===== config.mk =====
export PLATFORM = sky130hd
export DESIGN_NAME = rsq_reset_seq
export DESIGN_NICKNAME = d
export VERILOG_FILES = /design/src/hw/rsq_pkg.sv /design/src/hw/rsq_rc_div.sv /design/src/hw/rsq_reset_seq.sv
export SDC_FILE = /design/constraint.sdc
export NUM_CORES = 1
export LEC_CHECK = 0
export ABC_AREA = 1
export BUFFER_PORTS_ARGS = -buffer_cell sky130_fd_sc_hd__buf_4
export CAP_MARGIN = 10
export CORE_MARGIN = 2
export CORE_UTILIZATION = 40
export DETAILED_ROUTE_END_ITERATION = 6
export GPL_TIMING_DRIVEN = 0
export HOLD_SLACK_MARGIN = 0.1
export PLACE_DENSITY = 0.71
export REMOVE_ABC_BUFFERS = 1
export SETUP_SLACK_MARGIN = 0.5
export SYNTH_ARGS = -nofsm -noshare
export SYNTH_HDL_FRONTEND = slang
export SYNTH_SLANG_ARGS = --single-unit

===== constraint.sdc =====
create_clock -name mclk -period 1.4 [get_ports mclk]
set_input_delay 0 -clock mclk [delete_from_list [all_inputs] [get_ports mclk]]
set_output_delay 0 -clock mclk [all_outputs]
set_load 0.01 [all_outputs]

===== src/hw/rsq_pkg.sv =====
// Constants shared by the reset sequencer and its RC tick divider.
// Assumes a single 40 MHz system clock; all other rates arrive as enables.
package rsq_pkg;

   // ****************************************************************
   // Timing
   // ****************************************************************
   localparam int unsigned CLK_PERIOD_NS = 25;
   localparam int unsigned EXT_MIN_LOW_NS = 200;
   // Shortest accepted low time rounds down, so a legal 200 ns pulse always resets
   localparam int unsigned FILT_CYC = (EXT_MIN_LOW_NS / CLK_PERIOD_NS < 1) ? 1 :
      EXT_MIN_LOW_NS / CLK_PERIOD_NS;
   localparam int unsigned RC_START_PULSES = 3;
   localparam int unsigned XTAL_EDGES = 1024;

   // ****************************************************************
   // Widths and terminal counts
   // ****************************************************************
   localparam int unsigned FILT_W = 4;
   localparam int unsigned XCNT_W = 10;
   localparam int unsigned RCNT_W = 2;
   localparam int unsigned DIV_W = 8;
   localparam logic [FILT_W-1:0] FILT_MAX = 4'(FILT_CYC);
   localparam logic [XCNT_W-1:0] XCNT_LAST = 10'(XTAL_EDGES - 1);
   localparam logic [RCNT_W-1:0] RCNT_DONE = 2'(RC_START_PULSES);

   // ****************************************************************
   // Reset causes
   // ****************************************************************
   typedef enum logic [2:0] {
      CAUSE_POR = 3'h0,
      CAUSE_WDOG = 3'h1,
      CAUSE_PC_ROLL = 3'h2,
      CAUSE_SW = 3'h3,
      CAUSE_CORE_DIP = 3'h4,
      CAUSE_EXT_PIN = 3'h5
   } rsq_cause_t;

   // ****************************************************************
   // Sequencer states
   // ****************************************************************
   typedef enum logic [1:0] {
      ST_PAD_WAIT = 2'h0,
      ST_CORE_WAIT = 2'h1,
      ST_XTAL_CNT = 2'h2,
      ST_RUN = 2'h3
   } rsq_state_t;

endpackage


===== src/hw/rsq_rc_div.sv =====
// Programmable divider from RC oscillator edges to the calibrated 1 kHz tick.
// Assumes rc_rise is a one-cycle pulse per RC rising edge, in the mclk domain.
`timescale 1ns/1ps
module rsq_rc_div (
   input wire logic mclk,
   input wire logic rst_n,
   input wire logic run,
   input wire logic rc_rise,
   input wire logic [rsq_pkg::DIV_W-1:0] div_value,
   output logic tick
);

   // ****************************************************************
   // Divide counter
   // ****************************************************************
   logic [rsq_pkg::DIV_W-1:0] cnt;
   wire [rsq_pkg::DIV_W-1:0] last_cnt;
   wire wrap;

   // Zero divide is read as divide by one rather than stalling the tick
   assign last_cnt = (div_value == 8'h00) ? 8'h00 : div_value - 8'h01;
   assign wrap = rc_rise && (cnt >= last_cnt);

   // Held clear while the core is in reset
   always_ff @(posedge mclk or negedge rst_n) begin
      if (!rst_n) begin
         cnt <= 8'h00;
         tick <= 1'b0;
      end else if (!run) begin
         cnt <= 8'h00;
         tick <= 1'b0;
      end else begin
         tick <= wrap;
         if (wrap) begin
            cnt <= 8'h00;
         end else if (rc_rise) begin
            cnt <= cnt + 8'h01;
         end
      end
   end

endmodule


===== src/hw/rsq_reset_seq.sv =====
// Chip reset sequencer: pin glitch filter, pad and core supply sequencing,
// crystal edge count before core release, and last-reset-cause log.
// Assumes all inputs synchronous to mclk; xtal_tick pulses once per crystal edge.
//
// Contract
// - Pin held low over 200 ns resets device; source holds it that long.
// - Pin passes a glitch filter; short low pulses cause no reset.
// - While reset is asserted, visible registers sit at reset values.
// - Each reset records its source in a cause register readable afterwards.
// - Causes: power-on, watchdog, PC rollover, software request, core supply dip.
// - Pad domain held in reset until pad supply good and three RC pulses.
// - Core held in reset while the core supply is below threshold.
// - After core supply good, count 1024 crystal edges before core release.
// - RC clock runs always; undivided, it clocks chip management logic (mgmt_clk held low while rst_n is low).
// - RC clock divided to 1 kHz by software-set divider for sleep timer.
`timescale 1ns/1ps
module rsq_reset_seq (
   input wire logic mclk,
   input wire logic rst_n,
   input wire logic ext_reset_low,
   input wire logic pads_supply_good,
   input wire logic core_supply_good,
   input wire logic rc_clk,
   input wire logic xtal_tick,
   input wire logic wdog_expire,
   input wire logic pc_rollover,
   input wire logic sw_reset_req,
   input wire logic [rsq_pkg::DIV_W-1:0] div_value,
   output logic pad_reset_low,
   output logic core_reset_low,
   output rsq_pkg::rsq_cause_t reset_cause,
   output logic mgmt_clk,
   output logic tick_1khz
);

   // ****************************************************************
   // Registers
   // ****************************************************************
   rsq_pkg::rsq_state_t state;
   rsq_pkg::rsq_state_t next_state;
   rsq_pkg::rsq_cause_t next_cause;
   logic [rsq_pkg::FILT_W-1:0] filt_cnt;
   logic [rsq_pkg::XCNT_W-1:0] xcnt;
   logic [rsq_pkg::RCNT_W-1:0] rcnt;
   logic rc_prev;
   logic core_good_prev;

   // ****************************************************************
   // Decoding
   // ****************************************************************
   wire rc_rise;
   wire ext_hit;
   wire ext_held;
   wire core_dip;
   wire rc_ready;
   wire xtal_done;
   wire sw_event;

   assign rc_rise = rc_clk && !rc_prev;
   // Reset fires only on the FILT_CYC-th consecutive low sample
   assign ext_hit = !ext_reset_low && (filt_cnt == rsq_pkg::FILT_MAX - 4'h1);
   assign ext_held = !ext_reset_low && (filt_cnt >= rsq_pkg::FILT_MAX - 4'h1);
   assign core_dip = core_good_prev && !core_supply_good;
   assign rc_ready = (rcnt == rsq_pkg::RCNT_DONE);
   assign xtal_done = xtal_tick && (xcnt == rsq_pkg::XCNT_LAST);
   assign sw_event = wdog_expire || pc_rollover || sw_reset_req;

   // Event-to-cause priority; supply loss outranks anything software did
   assign next_cause = !pads_supply_good ? rsq_pkg::CAUSE_POR :
      core_dip ? rsq_pkg::CAUSE_CORE_DIP :
      ext_hit ? rsq_pkg::CAUSE_EXT_PIN :
      wdog_expire ? rsq_pkg::CAUSE_WDOG :
      pc_rollover ? rsq_pkg::CAUSE_PC_ROLL :
      rsq_pkg::CAUSE_SW;

   // ****************************************************************
   // Sequencer next state
   // ****************************************************************
   always_comb begin
      next_state = state;
      case (state)
         rsq_pkg::ST_PAD_WAIT: begin
            if (pads_supply_good && rc_ready) begin
               next_state = rsq_pkg::ST_CORE_WAIT;
            end
         end
         rsq_pkg::ST_CORE_WAIT: begin
            // Pin must not be held low (ext_held) before release proceeds; a short low does not block it
            if (core_supply_good && !ext_held) begin
               next_state = rsq_pkg::ST_XTAL_CNT;
            end
         end
         rsq_pkg::ST_XTAL_CNT: begin
            if (!core_supply_good || ext_held) begin
               next_state = rsq_pkg::ST_CORE_WAIT;
            end else if (xtal_done) begin
               next_state = rsq_pkg::ST_RUN;
            end
         end
         rsq_pkg::ST_RUN: begin
            if (!core_supply_good || ext_hit || sw_event) begin
               next_state = rsq_pkg::ST_CORE_WAIT;
            end
         end
         default: next_state = rsq_pkg::ST_PAD_WAIT;
      endcase
      // Pad supply loss drops everything back to the start
      if (!pads_supply_good) begin
         next_state = rsq_pkg::ST_PAD_WAIT;
      end
   end

   // ****************************************************************
   // State, reset outputs and management clock
   // ****************************************************************
   // Outputs come from flops so release always lands on an mclk edge
   always_ff @(posedge mclk or negedge rst_n) begin
      if (!rst_n) begin
         state <= rsq_pkg::ST_PAD_WAIT;
         pad_reset_low <= 1'b0;
         core_reset_low <= 1'b0;
         rc_prev <= 1'b1; // Half-seen RC pulse at release is not counted
         mgmt_clk <= 1'b0;
         core_good_prev <= 1'b0;
      end else begin
         state <= next_state;
         pad_reset_low <= (next_state != rsq_pkg::ST_PAD_WAIT);
         core_reset_low <= (next_state == rsq_pkg::ST_RUN);
         rc_prev <= rc_clk;
         mgmt_clk <= rc_clk;
         core_good_prev <= core_supply_good;
      end
   end

   // ****************************************************************
   // Pin filter and start-up counters
   // ****************************************************************
   always_ff @(posedge mclk or negedge rst_n) begin
      if (!rst_n) begin
         filt_cnt <= 4'h0;
         rcnt <= 2'h0;
         xcnt <= 10'h000;
      end else begin
         // Any high sample restarts the low run, which kills glitches
         if (ext_reset_low) begin
            filt_cnt <= 4'h0;
         end else if (filt_cnt != rsq_pkg::FILT_MAX) begin
            filt_cnt <= filt_cnt + 4'h1;
         end
         if (state != rsq_pkg::ST_PAD_WAIT) begin
            rcnt <= 2'h0;
         end else if (rc_rise && !rc_ready) begin
            rcnt <= rcnt + 2'h1;
         end
         if (state != rsq_pkg::ST_XTAL_CNT) begin
            xcnt <= 10'h000;
         end else if (xtal_tick) begin
            xcnt <= xcnt + 10'h001;
         end
      end
   end

   // ****************************************************************
   // Cause log
   // ****************************************************************
   // Written only on entry to reset, so it survives for software to read
   always_ff @(posedge mclk or negedge rst_n) begin
      if (!rst_n) begin
         reset_cause <= rsq_pkg::CAUSE_POR;
      end else if (state != rsq_pkg::ST_PAD_WAIT &&
                   next_state != state &&
                   (next_state == rsq_pkg::ST_PAD_WAIT ||
                    next_state == rsq_pkg::ST_CORE_WAIT)) begin
         reset_cause <= next_cause;
      end
   end

   // ****************************************************************
   // Calibrated tick
   // ****************************************************************
   rsq_rc_div u_div (
      .mclk(mclk),
      .rst_n(rst_n),
      .run(core_reset_low),
      .rc_rise(rc_rise),
      .div_value(div_value),
      .tick(tick_1khz)
   );

   // ****************************************************************
   // Assertions
   // ****************************************************************
   property p_pin_reset;
      @(posedge mclk) disable iff (!rst_n)
      (!ext_reset_low) [*8] |=> !core_reset_low;
   endproperty
   a_pin_reset: assert property (p_pin_reset) else $error("long pin low missed");

   property p_glitch;
      @(posedge mclk) disable iff (!rst_n)
      (state == rsq_pkg::ST_RUN && filt_cnt < rsq_pkg::FILT_MAX - 4'h2 && pads_supply_good
       && core_supply_good && !sw_event) |=> core_reset_low;
   endproperty
   a_glitch: assert property (p_glitch) else $error("short pin low reset core");

   property p_tick_quiet;
      @(posedge mclk) disable iff (!rst_n)
      !core_reset_low |=> !tick_1khz;
   endproperty
   a_tick_quiet: assert property (p_tick_quiet) else $error("tick during reset");

   property p_wdog_cause;
      @(posedge mclk) disable iff (!rst_n)
      (state == rsq_pkg::ST_RUN && wdog_expire && pads_supply_good && core_supply_good
       && !core_dip && !ext_hit) |=> reset_cause == rsq_pkg::CAUSE_WDOG;
   endproperty
   a_wdog_cause: assert property (p_wdog_cause) else $error("watchdog not logged");

   property p_dip_cause;
      @(posedge mclk) disable iff (!rst_n)
      (state == rsq_pkg::ST_RUN && core_dip && pads_supply_good)
      |=> reset_cause == rsq_pkg::CAUSE_CORE_DIP ##1 !core_reset_low;
   endproperty
   a_dip_cause: assert property (p_dip_cause) else $error("core dip not logged");

   property p_pad_hold;
      @(posedge mclk) disable iff (!rst_n)
      $rose(pad_reset_low) |-> $past(pads_supply_good) && $past(rcnt) == rsq_pkg::RCNT_DONE;
   endproperty
   a_pad_hold: assert property (p_pad_hold) else $error("pad release early");

   property p_core_hold;
      @(posedge mclk) disable iff (!rst_n)
      !core_supply_good |=> !core_reset_low;
   endproperty
   a_core_hold: assert property (p_core_hold) else $error("core out of reset");

   property p_xtal;
      @(posedge mclk) disable iff (!rst_n)
      $rose(core_reset_low) |-> $past(xcnt) == rsq_pkg::XCNT_LAST && $past(xtal_tick);
   endproperty
   a_xtal: assert property (p_xtal) else $error("core release before 1024 edges");

   property p_mgmt;
      @(posedge mclk) disable iff (!rst_n)
      ##1 mgmt_clk == $past(rc_clk);
   endproperty
   a_mgmt: assert property (p_mgmt) else $error("management clock not RC");

   property p_tick_pulse;
      @(posedge mclk) disable iff (!rst_n)
      tick_1khz |-> $past(rc_rise) ##1 !tick_1khz;
   endproperty
   a_tick_pulse: assert property (p_tick_pulse) else $error("tick not an RC pulse");

   property p_release_sync;
      @(posedge mclk) disable iff (!rst_n)
      // A short glitch may still be low here; only a held pin must block release
      $rose(core_reset_low) |-> $past(ext_reset_low) ||
         $past(filt_cnt) < (rsq_pkg::FILT_MAX - 4'h1);
   endproperty
   a_release_sync: assert property (p_release_sync) else $error("release with pin low");

   property p_cause_hold;
      @(posedge mclk) disable iff (!rst_n)
      $changed(reset_cause) |-> !core_reset_low;
   endproperty
   a_cause_hold: assert property (p_cause_hold) else $error("cause changed in run");

   c_boot: cover property (@(posedge mclk) disable iff (!rst_n) $rose(core_reset_low));
   c_pin: cover property (@(posedge mclk) disable iff (!rst_n) ext_hit);
   c_sw: cover property (@(posedge mclk) disable iff (!rst_n)
      reset_cause == rsq_pkg::CAUSE_SW && core_reset_low);
   c_tick: cover property (@(posedge mclk) disable iff (!rst_n) tick_1khz);

endmodule


=== After elaboration in Yosys (flattened, before gate mapping) ===
Index checks and enable logic that the tools add are counted.

* Input bits: 18
* Register bits: 35

* Equal/unequal tests: 12
* Reduce and logical (&&, ||, !) cells: 30
* Add/sub/neg operators: 5
* Magnitude comparators: 2
* Mux-type cells: 23

{| class="wikitable"
|+ Operator list
! operator !! count
|-
| $mux 8 || 4
|-
| $mux 10 || 2
|-
| $mux 2 || 9
|-
| $logic_and 1x1->1 || 11
|-
| $add 10x1->10 const B || 1
|-
| $eq 10x10->1 const B || 1
|-
| $reduce_bool 2->1 || 5
|-
| $mux 3 || 3
|-
| $add 8x1->8 const B || 1
|-
| $eq 2x2->1 const B || 4
|-
| $ge 8x8->1 || 1
|-
| $logic_not 8->1 || 1
|-
| $mux 4 || 2
|-
| $pmux 2 s4 || 1
|-
| $sub 8x1->8 const B || 1
|-
| $logic_or 1x1->1 || 6
|-
| $logic_not 1->1 || 5
|-
| $add 4x1->4 const B || 1
|-
| $eq 2x1->1 const B || 2
|-
| $eq 4x3->1 const B || 1
|-
| $ge 4x3->1 const B || 1
|-
| $logic_not 2->1 || 2
|-
| $ne 4x4->1 const B || 1
|-
| $ne 3x1->1 const B || 1
|-
| other kinds (4) || 5
|}

=== Depth between registers and ports, before layout ===
Gate-level depths: netlist (run 1).

* Depth in word-level cells: 10
* Mapped depth: 17

=== Hierarchy ===
A second synthesis (run 1) with hierarchy kept.

* Cell total of the unflattened synthesis: 305
* Area, all modules: 2224.6 um^2

{| class="wikitable"
|+ Modules (own cells, without submodules)
! module !! cells an instance !! area each (um^2) !! instances !! sequential area each (um^2)
|-
| rsq_reset_seq || 163 || 1315.0 || 1 || 651.9
|-
| rsq_rc_div || 142 || 909.6 || 1 || 225.2
|}

=== Worst setup path after synthesis (run 1) ===
Ideal clock, no wire load.

* Kind: input-to-reg
* Start point: input port div_value[1] (netlist bit)
* End point: register u_div.cnt[3] (netlist bit)
* Required time: 1284 ps
* Setup time: 116 ps
* Buffers on the path: 0
* Stages on the path: 13
* Data arrival time: 1594 ps
* Path slack: -310 ps
* Cells stage by stage: nor3_1 -> nand4_1 -> nor2_1 -> xor2_1 -> nand2_1 -> ha_1 -> nand2_1 -> nor2_1 -> nand4_1 -> nand3_1 -> nand2_1 -> nand2_1 -> nand2_1

* Word-level cells in the longest chain between the ends: 6
* Elaborated cells on any way between the ends: 8
* Classes of those cells: 1 x add/sub; 1 x order compare; 1 x eq/ne; 3 x mux; 2 x reduce/logical

{| class="wikitable"
|+ RTL lines
! item !! RTL line !! source
|-
| start, declared || rsq_reset_seq.sv:28 || <nowiki>input wire logic [rsq_pkg::DIV_W-1:0] div_value,</nowiki>
|-
| $sub 8x1->8 / $logic_not 8->1 (equally long branches) || rsq_rc_div.sv:21 || <nowiki>assign last_cnt = (div_value == 8'h00) ? 8'h00 : div_value - 8'h01;</nowiki>
|-
| $mux 8 * || rsq_rc_div.sv:21 ||
|-
| $ge 8x8->1 * || rsq_rc_div.sv:22 || <nowiki>assign wrap = rc_rise && (cnt >= last_cnt);</nowiki>
|-
| $logic_and 1x1->1 * || rsq_rc_div.sv:22 ||
|-
| $mux 8 || rsq_rc_div.sv:34 || <nowiki>if (wrap) begin</nowiki>
|-
| $mux 8 || rsq_rc_div.sv:29 || <nowiki>end else if (!run) begin</nowiki>
|-
| end signal, assigned || rsq_rc_div.sv:37 || <nowiki>cnt <= cnt + 8'h01;</nowiki>
|-
| end, declared || rsq_rc_div.sv:16 || <nowiki>logic [rsq_pkg::DIV_W-1:0] cnt;</nowiki>
|}

Every way passes the cells marked *; elsewhere a longest branch is shown, timed or not.
A chain may end at the register's enable or synchronous reset.

=== Final worst setup path (run 1) ===
* Start point: input port div_value[1] (netlist bit)
* End point: register u_div.cnt[1] (netlist bit)

The elaborated chain is that of the path after synthesis.

==> metrics.yaml, run 1 <==
vias: 1997
grt.overflow.total: 0
synth_top_area_cell: "dfrtp_1"
layout-drive-gt1-share: 0.4349
synth-edff-count: 0
arrival_ps: 1820
grt_setup_unrepaired: "yes"
avgRoutedWirePerCell_um: 12.58
grt_pass1_wl_mm: 8.507
portBuffers: 24
required_ps: 1620
maxSlewViolCount: 0
ys_seq_area_frac: 0.4218
yosysMostFrequentCell: "nand2_1"
htree_num_levels: 2
status: "complete, but fails checks"
route.detailed.drc: 0
ys_warn_count: 0
max_clock_freq_mhz: 623.3
fin_crit_sh: 1.146
powerDensity_nw_per_um2: 982.9
cap_violations: 0
setup_viol: 12
nNetsFinal: 369
clock_path_buffers: 2
grt_pass1_vias: 1982
grt.total_usage: 0.1781
syn_inst: 271
initial_core_util: 0.4098
viasPerCell: 4.895
grt_start_max_net_pins: 36
async_reset_ff_frac: 1.000
syn_to_final_growth_pct: 52.11
skew_ps: 7.516
cp_max_fo: 5
min_from: "sw_reset_req"
violations: "negative setup slack"
path_clk_slew_ps: 80
worst_slack_ps: -204.3
rr_startpoint: "u_div.cnt[5]"
cts_buffers: 5
sequentialPowerShare: 0.391
globalplace.congestion: 0.8043
min_path_type: "input port to flop"
cts_sinks: 35
dieArea_um2: 5791
worstSetupStartpoint: "div_value[1]"
cts-root-buf: "clkbuf_8"
die_h_um: 76.10
num_io_pins: 25
dp_cells: 365
wirelength_mm: 5.134
post-route-min-period_ps: 1604
synthTopCellsByCount: "61 x nand2_1, 41 x inv_1, 34 x dfrtp_1, 33 x nor2_1, 20 x a21oi_1"
ys_types: 25
cts_tree: "built"
synth_top_flop_cell: "dfrtp_1"
switchingPower_uw: 982.9
max-slew-margin-rel: 0.6639
instances_no_fill: 408
yosys-top-cells-area: "dfrtp_1 41%, nand2_1 11%, ha_1 8.4%"
dieWidth_um: 76.10
p_comb_frac: 0.313
worstSetupPathType: "input port to flop"
core_um2: 5075
hold_viol_final: 0
leakagePower_nw: 1.471
peakVddDrop_uv: 638.7
switching_share: 0.3162
synth_area_um2: 2079
drt-pass1-iter-count: 4
tightest_slew_ps: 502.3
dp_hpwl_mm: 2.942
antenna_found_initial: 0
syn_area_per_cell_um2: 7.673
cp-end-kind: "flop"
synth_seq_cells: 35
final_util: 0.6233
drtIter0Drc: 112
p_clk_frac: 0.296
intPower_mw: 2.126
num_rows: 26
worstSetupStartpointType: "input port"
synth_top_area_share: 0.4091
antenna_cells: 0
ant_nets: 0
clk_latency_ps: 290
## layout make-up
type / count / area (µm²)
inverters: 41 / 163.9
multi-input cells: 195 / 1384
fillers: 441 / 1912
clock inverters: 3 / 43.79
repair buffers: 59 / 535.5
flip-flops and latches: 35 / 879.6
clock buffers: 5 / 68.82
well taps: 70 / 87.58
## final timing paths
kind                                   to  slack [ps]  depth (start not counted)
min in group asynchronous  reset_cause[0]         190                          2
min reg2reg                reset_cause[0]         480                          2
min                              state[1]         110                          6
max in group asynchronous         rc_prev         870                          2
max reg2reg                  u_div.cnt[0]        -110                          6
max                          u_div.cnt[1]        -200                         14
## power by group through the flow
stage          clock, mW  combinational (mW)  sequential, mW
2_1_floorplan          0               0.334            1.21
3_3_place_gp           0               0.545            1.20
3_5_place_dp           0               0.558            1.20
4_1_cts            0.941               0.794            1.20
5_1_grt            0.984                1.06            1.23
6_report           0.920               0.974            1.22
## flip-flops by register name, indices dropped and copies added (netlist names), 2 cells and up
register and cells:
reset_cause 3, rcnt 2, state 2, u_div.cnt 8, filt_cnt 4, xcnt 10
## cells by family after synthesis
kind of cell / Yosys count / share of synthesized area
flops: 35 / 0.4218
buf+inv: 41 / 0.07401
compound gates: 38 / 0.09988
xor+xnor: 5 / 0.02106
fa+ha+maj: 14 / 0.08424
simple gates: 138 / 0.2990
## per-stage QoR
step	worst slack, ps	instance area (µm²)	TNS (ps)	hold slack (ps)	power (mW)
2_1_floorplan	-310.0	2079	-2748	-295.6	1.543
3_3_place_gp	-824.4	2347	-7199	-18.88	1.745
3_5_place_dp	-908.3	2347	-7654	-20.09	1.761
4_1_cts	-235.2	2990	-1768	102.8	2.939
5_1_grt	-380.8	3163	-3412	133.0	3.275
6_report	-204.3	3163	-1711	111.4	3.109
## metal layers
metal	global-route usage	wire length [µm]	up-vias
met5	0	0	-
met3	0.03555	137	10
met2	0.3304	2897	23
li1	-	-	1013
met4	0.06000	81	0
met1	0.2041	2017	951
## critical path: stages
cell and delay [ps]:
buf_8 100, inv_2 60, ha_4 140, nand2_2 50, inv_2 60, nand3_2 90
buf_4 150, nor3b_1 160, a21oi_1 70, ha_1 280, nand2_2 90, o21a_1 150
nand4_1 210, o21ai_1 200
## timing repair
action,in CTS,in global routing
endpoints found under the setup margin,31,32
hold buffers,9,0
cloned,0,0
pin swaps,38,33
hold endpoints to repair,51,0
resized for setup,93,37
buffers inserted,18,8
## cells in the final DEF (no fill, tap or decap), drive strengths merged, types with 14 or more instances in the layout
cell and n:
nand2 65, nand3 20, o21ai 15, inv 41, ha 14, buf 50
a21oi 21, dfrtp 34, nor2 34
No activity file was read; power rests on OpenSTA's default activity.
==> inputs of run 2 (changes only) <==
--- a/config.mk
+++ b/config.mk
@@ -5,14 +5,15 @@
 export SDC_FILE = /design/constraint.sdc
 export NUM_CORES = 1
 export LEC_CHECK = 0
-export ABC_AREA = 1
 export BUFFER_PORTS_ARGS = -buffer_cell sky130_fd_sc_hd__buf_4
 export CAP_MARGIN = 10
+export CORE_ASPECT_RATIO = 1.5
 export CORE_MARGIN = 2
 export CORE_UTILIZATION = 40
 export DETAILED_ROUTE_END_ITERATION = 6
 export GPL_TIMING_DRIVEN = 0
 export HOLD_SLACK_MARGIN = 0.1
+export MAX_ROUTING_LAYER = met4
 export PLACE_DENSITY = 0.71
 export REMOVE_ABC_BUFFERS = 1
 export SETUP_SLACK_MARGIN = 0.5
==> metrics.yaml, run 2 <==
crit_top_cell: "ha_4"
grt_start_max_net_pins: 36  # unchanged
layout-drive-gt1-share: 0.4164  # -0.01854
core_um2: 5045  # -0.59%
worst_slack_ps: -712.9  # -508.6 ps
cp-end-kind: "flop"
max_clock_freq_mhz: 473.3  # -24%
vias: 1800  # -9.9%
synth_top_area_cell: "dfrtp_1"
ant_nets: 0  # unchanged
cap_violations: 0  # unchanged
grt_pass1_wl_mm: 8.376  # -1.5%
async_reset_ff_frac: 1.000  # unchanged
globalplace.congestion: 0.7422  # -7.7%
top_register: "xcnt"
largest_reg_flops: 10  # unchanged
cts-root-buf: "clkbuf_8"
switching_share: 0.2812  # -0.03494
cts_sinks: 35  # unchanged
antenna_found_initial: 0  # unchanged
peakVddDrop_uv: 944.8  # +48%
htree_num_levels: 2  # unchanged
ys_types: 43  # +72%
synth-edff-count: 0  # unchanged
drt-pass1-iter-count: 4  # unchanged
worstSetupStartpointType: "input port"
cts_tree: "built"
switchingPower_uw: 773.3  # -21%
ys_warn_count: 0  # unchanged
maxSlewViolCount: 0  # unchanged
nNetsFinal: 313  # -15%
intPower_mw: 1.977  # -7.0%
synth_seq_cells: 35  # unchanged
syn_to_final_growth_pct: 49.06
reg_top3: "xcnt x10, u_div.cnt x8, filt_cnt x4"
cts_buffers: 5  # unchanged
max-slew-margin-rel: 0.7013  # +0.03740
mostFrequentLayoutCell: "buf_4"
worstSetupPathType: "input port to flop"
syn_area_per_cell_um2: 9.561  # +25%
hold_viol_final: 0  # unchanged
cp_top_family: "compound AO/OA/AOI/OAI gates"
clk_latency_ps: 290  # about the same
grt_pass1_vias: 1905  # -3.9%
grt.overflow.total: 0  # unchanged
clock_path_buffers: 2  # unchanged
synth_top_flop_cell: "dfrtp_1"
ys_seq_area_frac: 0.4267  # +0.004878
yosys-top-cells-area: "dfrtp_1 41%, ha_1 8.5%, nand2_1 3.8%"
post-route-min-period_ps: 2113  # +508.6 ps
required_ps: 1580  # -40 ps
drtIter0Drc: 47  # -58%
fin_crit_sh: 1.509  # +0.3633
dp_cells: 305  # -16%
die_h_um: 91.80  # +21%
tightest_slew_ps: 448.1  # -54.24 ps
p_comb_frac: 0.243  # -0.070
wirelength_mm: 5.237  # +2.0%
portBuffers: 24  # unchanged
crit_chain: "buf_8, inv_6, ha_4, nor2b_4, nor2b_2, xor2_1, nand2_1, ha_4, o211a_1, a211oi_4, o311ai_4, o21ai_1, a22o_1"
skew_ps: 9.404  # +1.888 ps
dieArea_um2: 5741  # -0.87%
avgRoutedWirePerCell_um: 15.01  # +19%
p_total_mw: 2.750  # -12%
critPathSlowestCell: "o311ai_4"
viasPerCell: 5.158  # +5.4%
synthTopCellsByCount: "34 x dfrtp_1, 21 x nand2_1, 21 x nor2_1, 14 x ha_1, 14 x o21ai_0"
mostFrequentLayoutCells: "39 x buf_4, 32 x dfrtp_1, 18 x nor2_1, 18 x nand2_1, 12 x buf_6"
grt_setup_unrepaired: "yes"
fin_hold_ws_ps: 127.0  # +15.61 ps
setup_viol: 17  # +5
final_util: 0.6074  # -0.01588
dp_hpwl_mm: 2.840  # -3.5%
antenna_cells: 0  # unchanged
synth_area_um2: 2056  # -1.1%
synth_top_area_share: 0.4139  # +0.004731
sequentialPowerShare: 0.431  # +0.040
num_rows: 32  # +23%
dieWidth_um: 62.54  # -18%
syn_inst: 215  # -21%
instances_no_fill: 349  # -14%
grt.total_usage: 0.1847  # +0.006685
yosysMostFrequentCell: "dfrtp_1"
route.detailed.drc: 0  # unchanged
leakagePower_nw: 1.345  # -8.6%
fin_tns_setup_ps: -7453  # -5742 ps
p_clk_frac: 0.325  # +0.029
dp_slack_ps: -1463  # -554.6 ps
cp_max_fo: 5  # unchanged
violations: "negative setup slack"
initial_core_util: 0.4075  # -0.002273
path_clk_slew_ps: 70  # about the same
placed_area_um2: 2312  # -1.5%
crit_path_max_incr_delay_ps: 430  # +150 ps
num_io_pins: 25  # unchanged
design_area_um2: 3064  # -3.1%
cp_num_buf_inv: 2  # -2
arrival_ps: 2290  # +470 ps
powerDensity_nw_per_um2: 897.4  # -8.7%
min_path_type: "input port to flop"
status: "complete, but fails checks"
run 2: cell families (layout without fill, tap and decap cells):
group,after synthesis,count (layout),share of synthesized area
compound gates,44,44,0.1485
xor+xnor,13,13,0.05539
fa+ha+maj,14,14,0.08521
buf+inv,10,76,0.01886
flops,35,35,0.4267
mux,3,3,0.01461
simple gates,96,96,0.2508
run 2: worst paths after layout:
check                                    start        endpoint  slack [ps]  depth (start not counted)
worst max-delay path              div_value[0]    u_div.cnt[5]        -710                         13
worst min-delay path                    rc_clk    u_div.cnt[1]         130                          4
worst max register to register    u_div.cnt[1]    u_div.cnt[5]        -540                          6
worst min register to register  reset_cause[2]  reset_cause[2]         530                          1
max in group asynchronous                rst_n         rc_prev         840                          2
min in group asynchronous                rst_n  core_good_prev         200                          2
run 2: cell type report:
class | instances | area, µm²
fill | 426 | 1981
sequential | 35 | 879.6
clock inverter | 1 | 30.03
multi-input combinational | 170 | 1421
tap | 68 | 85.08
timing repair buffer | 61 | 533.0
clock buffer | 6 | 72.57
inverter | 8 | 42.54
run 2: power by group through the flow:
stage | Combinational (mW) | Sequential (mW) | Clock [mW]
final | 0.669 | 1.19 | 0.894
after global routing | 0.734 | 1.20 | 0.933
after CTS | 0.606 | 1.18 | 0.895
after detailed placement | 0.475 | 1.20 | 0
after global placement | 0.464 | 1.19 | 0
after floorplan | 0.266 | 1.20 | 0
run 2: routing by layer:
metal | vias up | global-route usage | part of all wire
met4 | 0 | 0.05926 | 0.017
met1 | 878 | 0.2002 | 0.39
met2 | 25 | 0.3396 | 0.57
met5 | - | - | 0
li1 | 889 | - | -
met3 | 8 | 0.03190 | 0.023
run 2: timing repair:
item	in CTS	in global routing
gates resized for setup	59	34
hold buffers	9	0
endpoints found under the setup margin	32	33
buffers inserted	17	11
endpoints found under the hold margin	50	0
pin swaps	33	29
run 2: worst reg2reg max path, stage by stage (launching register included):
cell and delay, ps:
dfrtp_1 420, ha_1 220, or4_4 550, a21oi_4 200
o311ai_4 160, o21ai_1 180, a22o_1 150
==> inputs of run 3 (changes only) <==
--- a/config.mk
+++ b/config.mk
@@ -7,16 +7,17 @@
 export LEC_CHECK = 0
 export BUFFER_PORTS_ARGS = -buffer_cell sky130_fd_sc_hd__buf_4
 export CAP_MARGIN = 10
+export CELL_PAD_IN_SITES_DETAIL_PLACEMENT = 1
+export CELL_PAD_IN_SITES_GLOBAL_PLACEMENT = 2
 export CORE_ASPECT_RATIO = 1.5
 export CORE_MARGIN = 2
-export CORE_UTILIZATION = 40
+export CORE_UTILIZATION = 33
 export DETAILED_ROUTE_END_ITERATION = 6
 export GPL_TIMING_DRIVEN = 0
 export HOLD_SLACK_MARGIN = 0.1
 export MAX_ROUTING_LAYER = met4
-export PLACE_DENSITY = 0.71
+export PLACE_DENSITY = 0.86
 export REMOVE_ABC_BUFFERS = 1
-export SETUP_SLACK_MARGIN = 0.5
 export SYNTH_ARGS = -nofsm -noshare
 export SYNTH_HDL_FRONTEND = slang
 export SYNTH_SLANG_ARGS = --single-unit
==> metrics.yaml, run 3 (synthesized netlist as in run 2, its figures left out) <==
status: "complete, but fails checks"
violations: "negative setup slack"
dp_slack_ps: -1578  # -115.0 ps
htree_num_levels: 2  # unchanged
dieArea_um2: 6890  # +20%
grt_pass1_vias: 1891  # -0.73%
grt_start_max_net_pins: 36  # unchanged
r2r_cells: 6  # unchanged
layout-drive-gt1-share: 0.3818  # -0.03455
min_path_cells: 4  # unchanged
cap_violations: 0  # unchanged
arrival_ps: 2300  # about the same
dieWidth_um: 68.45  # +9.5%
fillerInstances: 677  # +59%
viasPerCell: 5.169  # +0.22%
post-route-min-period_ps: 2112  # -0.7590 ps
grt_setup_unrepaired: "yes"
cts_tree: "built"
fin_tns_setup_ps: -7033  # +419.6 ps
portBuffers: 24  # unchanged
nNetsFinal: 306  # -2.2%
mostFrequentLayoutCells: "42 x buf_4, 34 x dfrtp_1, 20 x nand2_1, 19 x nor2_1"
clk_latency_ps: 290  # about the same
leakagePower_nw: 1.295  # -3.7%
p_comb_frac: 0.242  # about the same
dp_hpwl_mm: 3.247  # +14%
syn_to_final_growth_pct: 43.27
peakVddDrop_uv: 658.1  # -30%
path_clk_slew_ps: 70  # about the same
switching_share: 0.2904  # +0.009136
powerDensity_nw_per_um2: 898.5  # +0.11%
vias: 1804  # +0.22%
ant_nets: 0  # unchanged
top_register: "xcnt"
switchingPower_uw: 768.3  # -0.64%
die_h_um: 100.7  # +9.7%
sequentialPowerShare: 0.445  # +0.014
wirelength_mm: 5.019  # -4.2%
grt.overflow.total: 0  # unchanged
grt_pass1_wl_mm: 8.135  # -2.9%
cts_sinks: 35  # unchanged
largest_reg_flops: 10  # unchanged
antenna_found_initial: 0  # unchanged
antenna_cells: 0  # unchanged
worstSetupStartpointType: "input port"
reg_top3: "xcnt x10, u_div.cnt x8, filt_cnt x4"
hold_viol_final: 0  # unchanged
skew_ps: 5.152  # -4.252 ps
p_clk_frac: 0.313  # -0.012
fin_crit_sh: 1.509  # about the same
cp-end-kind: "flop"
final_util: 0.4839  # -0.1235
max_clock_freq_mhz: 473.5  # about the same
maxSlewViolCount: 0  # unchanged
intPower_mw: 1.878  # -5.0%
num_rows: 35  # +9.4%
initial_core_util: 0.3377  # -0.06977
clock_path_buffers: 2  # unchanged
cp_max_fo: 5  # unchanged
route.detailed.drc: 0  # unchanged
mostFrequentLayoutCell: "buf_4"
design_area_um2: 2945  # -3.9%
placed_area_um2: 2320  # +0.32%
required_ps: 1580  # about the same
cts-root-buf: "clkbuf_8"
cts_buffers: 5  # unchanged
drt-pass1-iter-count: 4  # unchanged
max-slew-margin-rel: 0.6927  # -0.008552
worstSetupPathType: "input port to flop"
setup_viol: 15  # -2
worst_slack_ps: -712.1  # +0.7590 ps
grt.total_usage: 0.1562  # -0.02858
drtIter0Drc: 21  # -55%
num_io_pins: 25  # unchanged
globalplace.congestion: 0.7332  # -1.2%
tightest_slew_ps: 460.9  # +12.83 ps
core_um2: 6087  # +21%
avgRoutedWirePerCell_um: 14.38  # -4.2%
min_path_type: "input port to flop"
## run 3: power groups by stage
stage | Clock (mW) | Combinational (mW) | Sequential [mW]
floorplan | 0 | 0.266 | 1.20
global placement | 0 | 0.474 | 1.19
detailed placement | 0 | 0.489 | 1.20
CTS | 0.849 | 0.584 | 1.18
global route | 0.896 | 0.719 | 1.19
finish | 0.828 | 0.640 | 1.18
## run 3: path summary, 6_finish.rpt
kind	from	endpoint	slack, ps
setup reg to reg	u_div.cnt[1]	u_div.cnt[2]	-550
max in group asynchronous	rst_n	rc_prev	860
setup / recovery	div_value[1]	u_div.cnt[5]	-710
hold / removal	rc_clk	u_div.cnt[1]	170
hold reg to reg	reset_cause[2]	reset_cause[2]	530
min in group asynchronous	rst_n	reset_cause[0]	200
## run 3: repair_timing
action                                  CTS  global route
endpoints found under the hold margin    49             0
resized for setup                        39            32
hold buffers                              8             0
buffers inserted                         13             9
endpoints found under the setup margin   17            22
pin swaps                                26            22
## run 3: cell type report
cell class | instances | area, µm² | share of cell area
repair buffers | 54 | 444.2 | 0.1508
clock inverters | 1 | 7.507 | 0.002549
clock buffers | 7 | 96.34 | 0.03271
flip-flops and latches | 35 | 877.1 | 0.2978
multi-input cells | 170 | 1390 | 0.4720
well taps | 74 | 92.59 | 0.03144
inverters | 8 | 37.54 | 0.01274
## run 3: stage by stage
stage	instances	hold slack (ps)	power, mW
2_1_floorplan	213	-295.6	1.467
3_3_place_gp	311	-11.00	1.668
3_5_place_dp	311	-9.235	1.686
4_1_cts	340	153.6	2.611
5_1_grt	349	176.6	2.808
6_report	349	165.4	2.646
## run 3: critical path, cell delays in order
cell and delay (ps):
buf_8 100, inv_4 50, ha_4 120, nor2b_4 150
nand3b_1 120, or3_4 390, and2_4 160, ha_4 250
nand2b_4 110, a21oi_4 70, o311ai_4 420, o21ai_1 130
a22o_1 210
## run 3: routing by layer
layer / track usage / up-vias / routed length (µm)
met3: 0.02682 / 9 / 146
li1: - / 871 / -
met4: 0.05077 / 0 / 96
met1: 0.1629 / 896 / 1894
met5: - / - / 0
met2: 0.2855 / 28 / 2882
